<file path="config.mk">
export PLATFORM = sky130hd
export DESIGN_NAME = issel_top
export DESIGN_NICKNAME = d
export VERILOG_FILES = /design/src/shared/issel_pkg.sv /design/src/hdl/issel_route.sv /design/src/hdl/issel_top.sv
export SDC_FILE = /design/constraint.sdc
export NUM_CORES = 1
export LEC_CHECK = 0
export BUFFER_PORTS_ARGS = -buffer_cell sky130_fd_sc_hd__buf_2
export CORE_ASPECT_RATIO = 1.25
export CORE_UTILIZATION = 45
export DETAILED_ROUTE_END_ITERATION = 10
export HOLD_SLACK_MARGIN = 0.05
export SYNTH_ARGS = -nofsm -noshare
export SYNTH_HDL_FRONTEND = slang
export SYNTH_SLANG_ARGS = --single-unit
export TNS_END_PERCENT = 100
</file>
<file path="constraint.sdc">
create_clock -name hclk -period 5.15 [get_ports hclk]
set_clock_uncertainty 0.2 [all_clocks]
set_input_delay 0.2575 -clock hclk [delete_from_list [all_inputs] [get_ports hclk]]
set_output_delay 0.2575 -clock hclk [all_outputs]
set_load 0.02 [all_outputs]
</file>
<file path="src/shared/issel_pkg.sv">
package issel_pkg;
  // Register map, byte addresses on the AHB-Lite slave.
  localparam logic [7:0] ADDR_SPEED1   = 8'h00;
  localparam logic [7:0] ADDR_SPEED2   = 8'h04;
  localparam logic [7:0] ADDR_SPEED3   = 8'h08;
  localparam logic [7:0] ADDR_CONFIG   = 8'h0c;
  localparam logic [7:0] ADDR_MAXSPD   = 8'h10;
  localparam logic [7:0] ADDR_DECEL    = 8'h14;
  localparam logic [7:0] ADDR_STATUS   = 8'h18;
  localparam logic [7:0] ADDR_ACTIVE   = 8'h1c;

  localparam int SPEED_W = 14;
  localparam logic [13:0] SPEED_MAX_SET = 14'h2710;
  localparam logic [13:0] SPEED1_RST = 14'h0064;
  localparam logic [13:0] SPEED2_RST = 14'h00c8;
  localparam logic [13:0] SPEED3_RST = 14'h012c;
  localparam logic [13:0] MAXSPD_RST = 14'h2710;
  localparam logic [15:0] DECEL_RST  = 16'h0000;

  // Config field positions.
  localparam int CFG_METHOD_LSB = 0;
  localparam int CFG_ALLOC_BIT  = 4;
  localparam int CFG_DD_BIT     = 5;
  localparam int CFG_CSEL_LSB   = 8;
  localparam int CFG_DIR_LSB    = 12;
  localparam int CFG_SPA_LSB    = 16;
  localparam int CFG_SPB_LSB    = 20;
  // Write-only strobe: never stored, so config reads show it as zero.
  localparam int CFG_RESTART_BIT = 7;
  localparam logic [31:0] CONFIG_RST = 32'h0000_0003;
  localparam logic [31:0] CONFIG_MASK = 32'h00ff_ff3f;

  localparam logic [3:0] METHOD_ISS     = 4'h3;
  localparam logic [3:0] METHOD_ISS_SPD = 4'h4;
  localparam logic [3:0] METHOD_ISS_POS = 4'h5;
  localparam logic [3:0] METHOD_ISS_TRQ = 4'h6;

  // Timing: the input take-up must be no longer than 2 ms.
  localparam int CLK_HZ        = 50_000_000;
  localparam int TAKEUP_US     = 2000;
  localparam int TAKEUP_CYCLES = (CLK_HZ / 1_000_000) * TAKEUP_US;
  localparam int DECEL_MS_CYC  = CLK_HZ / 1000;

  typedef enum logic [3:0] {
    ISSEL_MODE_ISS = 4'b0001,
    ISSEL_MODE_SPD = 4'b0010,
    ISSEL_MODE_POS = 4'b0100,
    ISSEL_MODE_TRQ = 4'b1000
  } issel_mode_t;

  typedef enum logic [2:0] {
    ISSEL_ST_RUN   = 3'b001,
    ISSEL_ST_DECEL = 3'b010,
    ISSEL_ST_WAIT  = 3'b100
  } issel_state_t;
endpackage : issel_pkg

</file>
<file path="src/hdl/issel_route.sv">
`timescale 1ns/1ps
// Picks one terminal for each routed input by its allocation field.
module issel_route #(
  parameter int TERMS = 8,
  parameter int SEL_W = 3,
  parameter int LANES = 4
) (
  // Clock and reset
  input  wire logic                   hclk,
  input  wire logic                   hresetn,
  input  wire logic                   ce,
  // Terminals and allocation
  input  wire logic [TERMS-1:0]       term_in,
  input  wire logic [LANES*SEL_W-1:0] alloc,
  // Routed signals, all from one sample
  output logic      [LANES-1:0]       routed_q
);
  logic [LANES-1:0] routed_d;

  always_comb begin
    for (int i = 0; i < LANES; i++) begin
      routed_d[i] = term_in[alloc[i*SEL_W +: SEL_W]];
    end
  end

  always_ff @(posedge hclk or negedge hresetn) begin
    if (!hresetn) begin
      routed_q <= '0;
    end else if (ce) begin
      routed_q <= routed_d;
    end
  end
endmodule : issel_route

</file>
<file path="src/hdl/issel_top.sv">
// Design decisions made here: the AHB-Lite slave port and the address map.
`timescale 1ns/1ps
module issel_top
  import issel_pkg::*;
#(
  parameter int TERMS = 8,
  parameter int DECEL_CYC_PER_MS = issel_pkg::DECEL_MS_CYC
) (
  // AHB-Lite clock and reset
  input  wire logic                  hclk,
  input  wire logic                  hresetn,
  input  wire logic                  ce,
  // AHB-Lite slave
  input  wire logic                  hsel,
  input  wire logic [7:0]            haddr,
  input  wire logic [1:0]            htrans,
  input  wire logic                  hwrite,
  input  wire logic [2:0]            hsize,
  input  wire logic [31:0]           hwdata,
  input  wire logic                  hready,
  output logic      [31:0]           hrdata,
  output logic                       hreadyout,
  output logic                       hresp,
  // Input terminals, high means contact closed
  input  wire logic                  fwd_limit_input,
  input  wire logic                  rev_limit_input,
  input  wire logic                  proportional_ctrl_input,
  input  wire logic [TERMS-1:0]      term_in,
  // Motor feedback
  input  wire logic                  motor_stopped,
  // Speed reference and mode out
  output logic [issel_pkg::SPEED_W-1:0] speed_ref_q,
  output logic                       reverse_q,
  output logic                       fine_unit_q,
  output issel_pkg::issel_mode_t     mode_q,
  output logic                       decel_q
);
  import issel_pkg::*;

  // Registers.
  logic [SPEED_W-1:0] speed1_q, speed1_d, speed2_q, speed2_d;
  logic [SPEED_W-1:0] speed3_q, speed3_d, maxspd_q, maxspd_d;
  logic [31:0]        config_q, config_d;
  logic [15:0]        decel_ms_q, decel_ms_d;
  logic [3:0]         method_q, method_d;
  logic               alloc_q, alloc_d;
  logic               restart_done_q, restart_done_d;
  // Bus data phase.
  logic               wr_q, wr_d, rd_q, rd_d;
  logic [7:0]         addr_q, addr_d;
  logic [31:0]        rdata_d;

  logic               accept;
  assign accept    = hsel & hready & htrans[1];
  assign hreadyout = 1'b1;
  assign hresp     = 1'b0;

  function automatic logic [SPEED_W-1:0] clip(input logic [31:0] v);
    clip = (v > 32'(SPEED_MAX_SET)) ? SPEED_MAX_SET : v[SPEED_W-1:0];
  endfunction : clip

  always_comb begin
    wr_d     = accept & hwrite;
    rd_d     = accept & ~hwrite;
    addr_d   = accept ? haddr : addr_q;
    speed1_d = speed1_q;
    speed2_d = speed2_q;
    speed3_d = speed3_q;
    maxspd_d = maxspd_q;
    config_d = config_q;
    decel_ms_d = decel_ms_q;
    if (wr_q) begin
      case (addr_q)
        ADDR_SPEED1: speed1_d = clip(hwdata);
        ADDR_SPEED2: speed2_d = clip(hwdata);
        ADDR_SPEED3: speed3_d = clip(hwdata);
        ADDR_CONFIG: config_d = hwdata & CONFIG_MASK;
        ADDR_MAXSPD: maxspd_d = hwdata[SPEED_W-1:0];
        ADDR_DECEL:  decel_ms_d = hwdata[15:0];
        default: ;
      endcase
    end
  end

  // Method and allocation latch after reset release, and again one cycle
  // after a config write with the restart bit set. The soft restart keeps
  // the stored settings, which reset alone would throw away.
  always_comb begin
    restart_done_d = ~(wr_q && (addr_q == ADDR_CONFIG) &&
                       hwdata[CFG_RESTART_BIT]);
    method_d = restart_done_q ? method_q :
               config_q[CFG_METHOD_LSB +: 4];
    alloc_d  = restart_done_q ? alloc_q : config_q[CFG_ALLOC_BIT];
  end

  always_ff @(posedge hclk or negedge hresetn) begin
    if (!hresetn) begin
      wr_q <= 1'b0;
      rd_q <= 1'b0;
      addr_q <= 8'h00;
      speed1_q <= SPEED1_RST;
      speed2_q <= SPEED2_RST;
      speed3_q <= SPEED3_RST;
      maxspd_q <= MAXSPD_RST;
      config_q <= CONFIG_RST;
      decel_ms_q <= DECEL_RST;
      method_q <= METHOD_ISS;
      alloc_q <= 1'b0;
      restart_done_q <= 1'b0;
    end else if (ce) begin
      wr_q <= wr_d;
      rd_q <= rd_d;
      addr_q <= addr_d;
      speed1_q <= speed1_d;
      speed2_q <= speed2_d;
      speed3_q <= speed3_d;
      maxspd_q <= maxspd_d;
      config_q <= config_d;
      decel_ms_q <= decel_ms_d;
      method_q <= method_d;
      alloc_q <= alloc_d;
      restart_done_q <= restart_done_d;
    end
  end

  // Routed dedicated inputs: csel, direction, select low, select high.
  logic [3:0]  routed;
  logic [11:0] alloc_sel;
  assign alloc_sel = {config_q[CFG_SPB_LSB +: 3], config_q[CFG_SPA_LSB +: 3],
                      config_q[CFG_DIR_LSB +: 3], config_q[CFG_CSEL_LSB +: 3]};

  issel_route #(.TERMS(TERMS), .SEL_W(3), .LANES(4)) u_route (
    .hclk     (hclk),
    .hresetn  (hresetn),
    .ce       (ce),
    .term_in  (term_in),
    .alloc    (alloc_sel),
    .routed_q (routed)
  );

  // Factory pins are sampled in the same cycle as the routed ones, so a
  // decode never mixes two samples.
  logic [2:0] fact_q;
  always_ff @(posedge hclk or negedge hresetn) begin
    if (!hresetn) begin
      fact_q <= 3'h0;
    end else if (ce) begin
      fact_q <= {rev_limit_input, fwd_limit_input,
                 proportional_ctrl_input};
    end
  end

  logic dir_in, sel_lo, sel_hi, csel;
  always_comb begin
    csel   = routed[0];
    dir_in = alloc_q ? routed[1] : fact_q[0];
    sel_lo = alloc_q ? routed[2] : fact_q[1];
    sel_hi = alloc_q ? routed[3] : fact_q[2];
  end

  // Decode: a one-cycle path keeps take-up far below the 2 ms bound.
  logic [SPEED_W-1:0] chosen, limited;
  logic               paired, want_partner;
  issel_mode_t        partner, target;
  always_comb begin
    case ({sel_lo, sel_hi})
      2'b00:   chosen = '0;
      2'b01:   chosen = speed1_q;
      2'b11:   chosen = speed2_q;
      2'b10:   chosen = speed3_q;
      default: chosen = '0;
    endcase
    limited = (chosen > maxspd_q) ? maxspd_q : chosen;
    paired = (method_q == METHOD_ISS_SPD) || (method_q == METHOD_ISS_POS) ||
             (method_q == METHOD_ISS_TRQ);
    case (method_q)
      METHOD_ISS_POS: partner = ISSEL_MODE_POS;
      METHOD_ISS_TRQ: partner = ISSEL_MODE_TRQ;
      default:        partner = ISSEL_MODE_SPD;
    endcase
    want_partner = alloc_q ? csel : ~(sel_lo | sel_hi);
    if (method_q == METHOD_ISS) begin
      target = ISSEL_MODE_ISS;
    end else if (paired && !want_partner) begin
      target = ISSEL_MODE_ISS;
    end else if (paired) begin
      target = partner;
    end else begin
      target = ISSEL_MODE_SPD;
    end
  end

  // Mode sequencer.
  issel_state_t st_q, st_d;
  issel_mode_t  mode_d;
  logic [15:0]  ms_q, ms_d;
  logic [31:0]  cyc_q, cyc_d;
  logic [SPEED_W-1:0] direction_select_input;
  logic         rev_d, dec_d;

  always_comb begin
    st_d   = st_q;
    mode_d = mode_q;
    ms_d   = ms_q;
    cyc_d  = cyc_q;
    direction_select_input  = (mode_q == ISSEL_MODE_ISS) ? limited : '0;
    rev_d  = dir_in;
    dec_d  = 1'b0;
    case (st_q)
      ISSEL_ST_RUN: begin
        if (mode_q == ISSEL_MODE_ISS && target == ISSEL_MODE_POS) begin
          st_d  = ISSEL_ST_DECEL;
          ms_d  = 16'h0000;
          cyc_d = 32'h0;
          direction_select_input = '0;
          dec_d = 1'b1;
        end else begin
          mode_d = target;
          direction_select_input  = (target == ISSEL_MODE_ISS) ? limited : '0;
        end
      end
      ISSEL_ST_DECEL: begin
        direction_select_input = '0;
        dec_d = 1'b1;
        if (target != ISSEL_MODE_POS) begin
          st_d   = ISSEL_ST_RUN;
          mode_d = target;
          direction_select_input  = (target == ISSEL_MODE_ISS) ? limited : '0;
          dec_d  = 1'b0;
        end else if (ms_q >= decel_ms_q) begin
          st_d = ISSEL_ST_WAIT;
        end else if (cyc_q == 32'(DECEL_CYC_PER_MS - 1)) begin
          cyc_d = 32'h0;
          ms_d  = ms_q + 16'h0001;
        end else begin
          cyc_d = cyc_q + 32'h1;
        end
      end
      ISSEL_ST_WAIT: begin
        direction_select_input = '0;
        dec_d = 1'b1;
        if (target != ISSEL_MODE_POS) begin
          st_d   = ISSEL_ST_RUN;
          mode_d = target;
          direction_select_input  = (target == ISSEL_MODE_ISS) ? limited : '0;
          dec_d  = 1'b0;
        end else if (motor_stopped) begin
          st_d   = ISSEL_ST_RUN;
          mode_d = ISSEL_MODE_POS;
          dec_d  = 1'b0;
        end
      end
      default: begin
        st_d   = ISSEL_ST_RUN;
        mode_d = ISSEL_MODE_ISS;
      end
    endcase
  end

  always_ff @(posedge hclk or negedge hresetn) begin
    if (!hresetn) begin
      st_q <= ISSEL_ST_RUN;
      mode_q <= ISSEL_MODE_ISS;
      ms_q <= 16'h0000;
      cyc_q <= 32'h0;
      speed_ref_q <= '0;
      reverse_q <= 1'b0;
      decel_q <= 1'b0;
      fine_unit_q <= 1'b0;
    end else if (ce) begin
      st_q <= st_d;
      mode_q <= mode_d;
      ms_q <= ms_d;
      cyc_q <= cyc_d;
      speed_ref_q <= direction_select_input;
      reverse_q <= rev_d;
      decel_q <= dec_d;
      fine_unit_q <= config_q[CFG_DD_BIT];
    end
  end

  // Read data.
  always_comb begin
    rdata_d = 32'h0;
    case (addr_q)
      ADDR_SPEED1: rdata_d = 32'(speed1_q);
      ADDR_SPEED2: rdata_d = 32'(speed2_q);
      ADDR_SPEED3: rdata_d = 32'(speed3_q);
      ADDR_CONFIG: rdata_d = config_q;
      ADDR_MAXSPD: rdata_d = 32'(maxspd_q);
      ADDR_DECEL:  rdata_d = {16'h0000, decel_ms_q};
      ADDR_STATUS: rdata_d = {21'h0, st_q, routed, mode_q};
      ADDR_ACTIVE: rdata_d = {10'h0, alloc_q, method_q, 2'h0, reverse_q,
                              speed_ref_q};
      default:     rdata_d = 32'h0;
    endcase
    hrdata = rd_q ? rdata_d : 32'h0;
  end
endmodule : issel_top

</file>
==> results.toml, run 1 <==
[cells_and_area]
diodes = 0
nets = 1306
layout-drive-gt1-share_pct = 20.8
stdcell_area_mm2 = 0.0122
areaGrowthSynthToFinish_pct = 16.7

[yosys]
ys_seq_elements = 189
synth_edf_count = 0
synth_cell_types = 61
netlist_area_mm2 = 0.0105
async_flop_share_pct = 100
syn_inst = 1089
ys.flop_type = "dfrtp_1"
syn_area_per_cell_um2 = 9.64
ys_warn_count = 0
seq_area_frac_synth_pct = 45.3

[sta]
finalSetupViolations = 0
finalCriticalPeriod_ns = 4.58
max_freq_mhz = 218
fin_tns_setup_ns = 0
drv_slew = 0
final_hold_viol_count = 0
rsz0062_at_grt = "false"
period_share_pct = 88.9
worst_slew_pin_slew_ns = 1.20
relSlewSlack_pct = 19.7

[worst_setup_path]
ff2ff_path_depth = 14
cp.required_ns = 5.27
cp-end-kind = "register"
setup.worst_path.class = "register to register"
rrSetupSlack_ns = 0.57
r2r-start = "alloc_q"
critPathMaxFanout = 14
worstPathArrival_ns = 4.69
start_kind = "register"
crit_end = "speed_ref_q[4]"
startpoint = "alloc_q"
timing.rr.end = "speed_ref_q[4]"

[routing]
wl_um = 31700
via_per_inst = 5.96
ant_nets = 0
drt_iter0_drc = 541
drc = 15
vias = 9007
first_pass_iters = 8
wl_per_cell_um = 21.0

[place]
dp.final_hpwl_um = 22300
port_buffers = 103
dpl-instance-area_mm2 = 0.0113
gp_congestion = 0.856

[die]
dieWidth_um = 139
start_util_pct = 45.7
rows = 62
dieArea_mm2 = 0.0239
io-pin-count = 118
core_area_mm2 = 0.0230
die_h_um = 173

[global_route]
grt_pass1_vias = 9062
groute.usage.overall_pct = 27.4
antenna_found_initial = 0
grt-ovfl-total = 0
grt_first_pass_wirelength_um = 50500
grt_start_max_net_pins = 119

[clock_network]
cts_num_sinks = 189
cts_tree = "built"
cts_resized = 0
clock_latency_ns = 0.44
root_buffer = "clkbuf_16"
path_clk_slew_ns = 0.08
cts_buffers = 17
h-tree-depth = 4
ctsLongestPathBuffers = 2

[run_status]
status = "complete, but fails checks"
violations = "design-rule violations"

[power]
clkPwrFrac_pct = 36.6
p_leak_uw = 0.00526
internal_power_uw = 2480
ir_drop_mv = 0.225
p_seq_share_pct = 47.3
p_sw_share_pct = 30.7
p_comb_share_pct = 16.0
power_density_mw_per_mm2 = 291
p_sw_uw = 1090

[flow_run]
cap_violations = 0

[worst_hold_path]
min_path_type = "input port to register"
-- per-stage QoR --
step                hold slack (ns)  utilization (%)  std cells  setup WS (ns)  power [uW]
floorplan                    -0.238                -       1097          0.946        2040
global placement              0.276             49.2       1442          0.733        2250
detailed placement            0.274             49.2       1442          0.642        2260
CTS                          0.0860             53.3       1512          0.600        3590
global route                  0.131             53.3       1512          0.325        3720
finish                       0.0917             53.3       1512          0.570        3570
-- final cells by class --
cell class,count,area (um^2)
Sequential cell,189,4760
Inverter,36,135
Tap cell,288,360
Fill cell,2106,10700
Multi-Input combinational cell,804,5360
Clock inverter,13,119
Clock buffer,19,453
Timing Repair Buffer,163,1070
-- flip-flops by register name (all words and copies together) (netlist names) --
register	cells
cyc_q	32
config_q	22
decel_ms_q	16
ms_q	16
maxspd_q	14
speed1_q	14
speed2_q	14
speed3_q	14
speed_ref_q	14
addr_q	8
method_q	4
mode_q	4
u_route.routed_q	4
fact_q	3
st_q	3
alloc_q	1
decel_q	1
fine_unit_q	1
rd_q	1
restart_done_q	1
reverse_q	1
wr_q	1
-- cells by family (layout without fill, tap and decap cells) --
logic type      count (synthesis)  after routing  synth area share [%]
compound gates                285            285                  17.2
xor+xnor                       16             16                  1.34
fa+ha+maj                      32             32                  3.82
buf+inv                       104            231                  4.11
flops                         189            189                  45.3
mux                           102            102                  11.3
other cells                     2             10                0.0716
simple gates                  359            359                  16.8
-- worst min-delay path by stage --
stage                              end        from  cells past startpoint
after floorplan              addr_q[0]     hresetn                      0
after global placement    speed1_q[10]     hresetn                      1
after detailed placement   speed3_q[6]     hresetn                      1
after CTS                 speed1_q[13]  hwdata[25]                      5
after global routing      speed1_q[13]  hwdata[25]                      5
final                     speed3_q[13]  hwdata[25]                      5
-- Yosys cell counts (3+ instances only) --
master     count  area [um^2]
and3_1        16          100
or4_1          8         60.1
nand2_1      121          454
o2bb2ai_1     16          140
a222oi_1       3         30.0
buf_4         11         82.6
nor2b_1       13         81.3
nand4_1       13         81.3
o211ai_1       3         22.5
o22ai_1        3         18.8
nand2b_1      19          119
a22oi_1       46          345
dfstp_2       21          552
nor3_1        20          100
and2_1         5         31.3
nor3b_2        3         37.5
buf_1          4         15.0
a41oi_1        9         78.8
or2_2          3         18.8
mux4_2         8          180
dfrtp_1      168         4200
or3_1         14         87.6
xnor2_1       14          123
o31ai_1       17          128
a21oi_1       33          165
a31oi_1       13         81.3
inv_1         36          135
mux2i_1       39          390
ha_1          32          400
nand3_1       27          135
mux2_2        55          619
clkbuf_1      53          199
o21ai_0      119          596
nor4_1        13         81.3
nor2_1        74          278
-- routing by layer --
layer	share of wire (%)	GRT usage (%)
met1	40	32.5
met2	51	48.0
met3	4.5	4.02
met4	4.6	14.7
met5	0	0
-- critical path: stages, from the launching register on --
cell	delay, ns
dfrtp_1	0.53
mux2i_2	0.50
buf_4	0.27
nor2b_1	0.06
buf_4	0.20
nand2_1	0.08
o21ai_0	0.10
ha_1	0.34
a21oi_1	0.16
a21boi_0	0.10
o31a_1	0.28
o311ai_0	0.52
nand2_1	0.68
mux2i_1	0.35
o2bb2ai_1	0.08
-- cells in the final DEF, fill, tap and decap left out, drive strengths merged, types with 5 or more instances in the layout --
cell and n:
dfstp 21, or4 8, dfrtp 168, o31ai 17
xnor2 14, mux4 8, a21oi 33, ha 32
nor4 13, o2bb2ai 16, a22oi 46, or3 14
dlygate4sd3 38, mux2i 39, and3 16, mux2 55
nand4 13, conb 10, o21ai 119, and2 5
nor2b 13, nand2 121, buf 124, nand3 27
nor2 74, nand2b 19, nor3 21, clkbuf 20
a31oi 13, inv 47, a41oi 9
-- power by group through the flow --
stage | combinational [uW] | clock [uW] | sequential [uW]
6_report | 572 | 1310 | 1690
5_1_grt | 623 | 1400 | 1700
4_1_cts | 570 | 1340 | 1690
3_5_place_dp | 545 | 0 | 1720
3_3_place_gp | 538 | 0 | 1720
2_1_floorplan | 377 | 0 | 1660
-- timing repair --
item | in CTS | in global routing
hold buffers | 38 | 0
setup buffers | 0 | 0
endpoints found under the hold margin | 205 | 0
(Power assumes the default switching activity.)
==> run 2: changes to the inputs <==
--- a/config.mk
+++ b/config.mk
@@ -10,6 +10,7 @@
 export CORE_UTILIZATION = 45
 export DETAILED_ROUTE_END_ITERATION = 10
 export HOLD_SLACK_MARGIN = 0.05
+export RECOVER_POWER = 100
 export SYNTH_ARGS = -nofsm -noshare
 export SYNTH_HDL_FRONTEND = slang
 export SYNTH_SLANG_ARGS = --single-unit
==> run 2 against run 1 <==
Net effect:
- the run ends with design-rule violations, max-capacitance violations, max-slew violations left
- sequential power about the same
- routed wire length shrank 0.42%
- sequential share of layout area increased by 0.46 points
- largest cell class unchanged
==> results.toml, run 2 (same netlist as run 1, synthesis figures left out) <==
[routing]
wl_per_cell_um = 20.9
via_per_inst = 5.96
wl_um = 31600
drc = 15
ant_nets = 0
drt_iter0_drc = 575
first_pass_iters = 8
vias = 9007

[place]
port_buffers = 103
place_ws_ns = 0.642
place_inst = 1442
gp_congestion = 0.856
dp.final_hpwl_um = 22300

[die]
rows = 62
core_area_mm2 = 0.0230
start_util_pct = 45.7
io-pin-count = 118
dieArea_mm2 = 0.0239
dieWidth_um = 139
die_h_um = 173

[worst_setup_path]
critPathMaxFanout = 14
worstPathArrival_ns = 4.86
timing.rr.end = "speed_ref_q[4]"
ff2ff_path_depth = 14
r2r-start = "alloc_q"
start_kind = "register"
cp.required_ns = 5.27
slowest_stage = "nand2_1"
setup.worst_path.class = "register to register"
rrSetupSlack_ns = 0.41
crit_family = "compound AO/OA/AOI/OAI gates"
max_stage_delay_ns = 0.68
crit_buf_inv = 2
cp-end-kind = "register"
path_cells = "mux2i_1 -> buf_4 -> nor2b_1 -> buf_4 -> nand2_1 -> o21ai_0 -> ha_1 -> a21oi_1 -> a21boi_0 -> o31a_1 -> o311ai_0 -> nand2_1 -> mux2i_1 -> o2bb2ai_1"

[cells_and_area]
final_cells = 1512
diodes = 0
regMostFlops = "cyc_q"
layout_common_cells = "168 x dfrtp_1, 121 x nand2_1, 119 x o21ai_0"
largestRegisters = "cyc_q (32), config_q (22)"
final_core_utilization_pct = 52.7
final_common_cell = "dfrtp_1"
layout-drive-gt1-share_pct = 15.6
areaGrowthSynthToFinish_pct = 15.4
largest_reg_flops = 32
nets = 1306

[run_status]
status = "complete, but fails checks"
violations = "design-rule violations, max-capacitance violations, max-slew violations"

[sta]
final_hold_viol_count = 0
max_freq_mhz = 211
relSlewSlack_pct = -98.8
fin_tns_setup_ns = 0
rsz0062_at_grt = "false"
setup_slack_ns = 0.406
worst_slew_pin_slew_ns = 2.98
period_share_pct = 92.1
drv_slew = 119
finalCriticalPeriod_ns = 4.74
finalSetupViolations = 0

[worst_hold_path]
holdPathEnd = "speed3_q[13]"
hold_start = "hwdata[25]"
min_path_type = "input port to register"
holdPathStages = 5

[clock_network]
cts_buffers = 17
ctsLongestPathBuffers = 2
clock_latency_ns = 0.45
path_clk_slew_ns = 0.08
cts_num_sinks = 189
h-tree-depth = 4
cts_setup_buffers = 0
cts_tree = "built"
root_buffer = "clkbuf_16"

[power]
power_density_mw_per_mm2 = 294
power_uw = 3560
ir_drop_mv = 0.227
p_leak_uw = 0.00501

[flow_run]
cap_violations = 1

[global_route]
grt_first_pass_wirelength_um = 50500
grt_start_max_net_pins = 119
grt-ovfl-total = 0
antenna_found_initial = 0
groute.usage.overall_pct = 27.4
grt_pass1_vias = 9062
run 2: where the power goes:
part | internal (uW) | switching (uW)
Sequential | 1570 | 121
Combinational | 232 | 332
Clock | 667 | 643
run 2: per-layer routing:
layer	up-vias	GRT usage, %	share of wire [%]
li1	4203	-	-
met1	4462	32.5	40
met2	270	48.0	51
met3	72	4.02	4.5
met4	0	14.7	4.8
met5	-	0	0
run 2: worst max-delay path by stage:
stage / startpoint / to / slack, ns / cells after the start
final: alloc_q / speed_ref_q[4] / 0.41 / 14
after global routing: alloc_q / speed_ref_q[12] / 0.16 / 14
after floorplan: alloc_q / speed_ref_q[12] / 0.95 / 14
after detailed placement: alloc_q / speed_ref_q[12] / 0.64 / 14
after CTS: alloc_q / speed_ref_q[4] / 0.60 / 14
after global placement: alloc_q / speed_ref_q[6] / 0.73 / 14
run 2: layout make-up:
type | instances | area [um^2]
tap | 288 | 360
sequential | 189 | 4760
fill | 2152 | 10900
multi-input combinational | 804 | 5320
clock buffer | 19 | 453
timing repair buffer | 163 | 960
inverter | 36 | 135
clock inverter | 13 | 119
run 2: worst min-delay path, stage by stage:
cell	delay, ns
buf_2	0.07
nor4_1	0.05
nand2_1	0.10
nor4_1	0.08
o21ai_0	0.13
run 2: through the flow:
step | instance area (um^2) | hold WS, ns
after floorplan | 10500 | -0.238
after global placement | 11300 | 0.276
after detailed placement | 11300 | 0.274
after CTS | 12200 | 0.0860
after global routing | 12100 | 0.131
final | 12100 | 0.0891
run 2: repair_timing:
action / in CTS / in global routing
resized for setup: 0 / 0
endpoints found under the hold margin: 205 / 0
hold buffers: 38 / 0
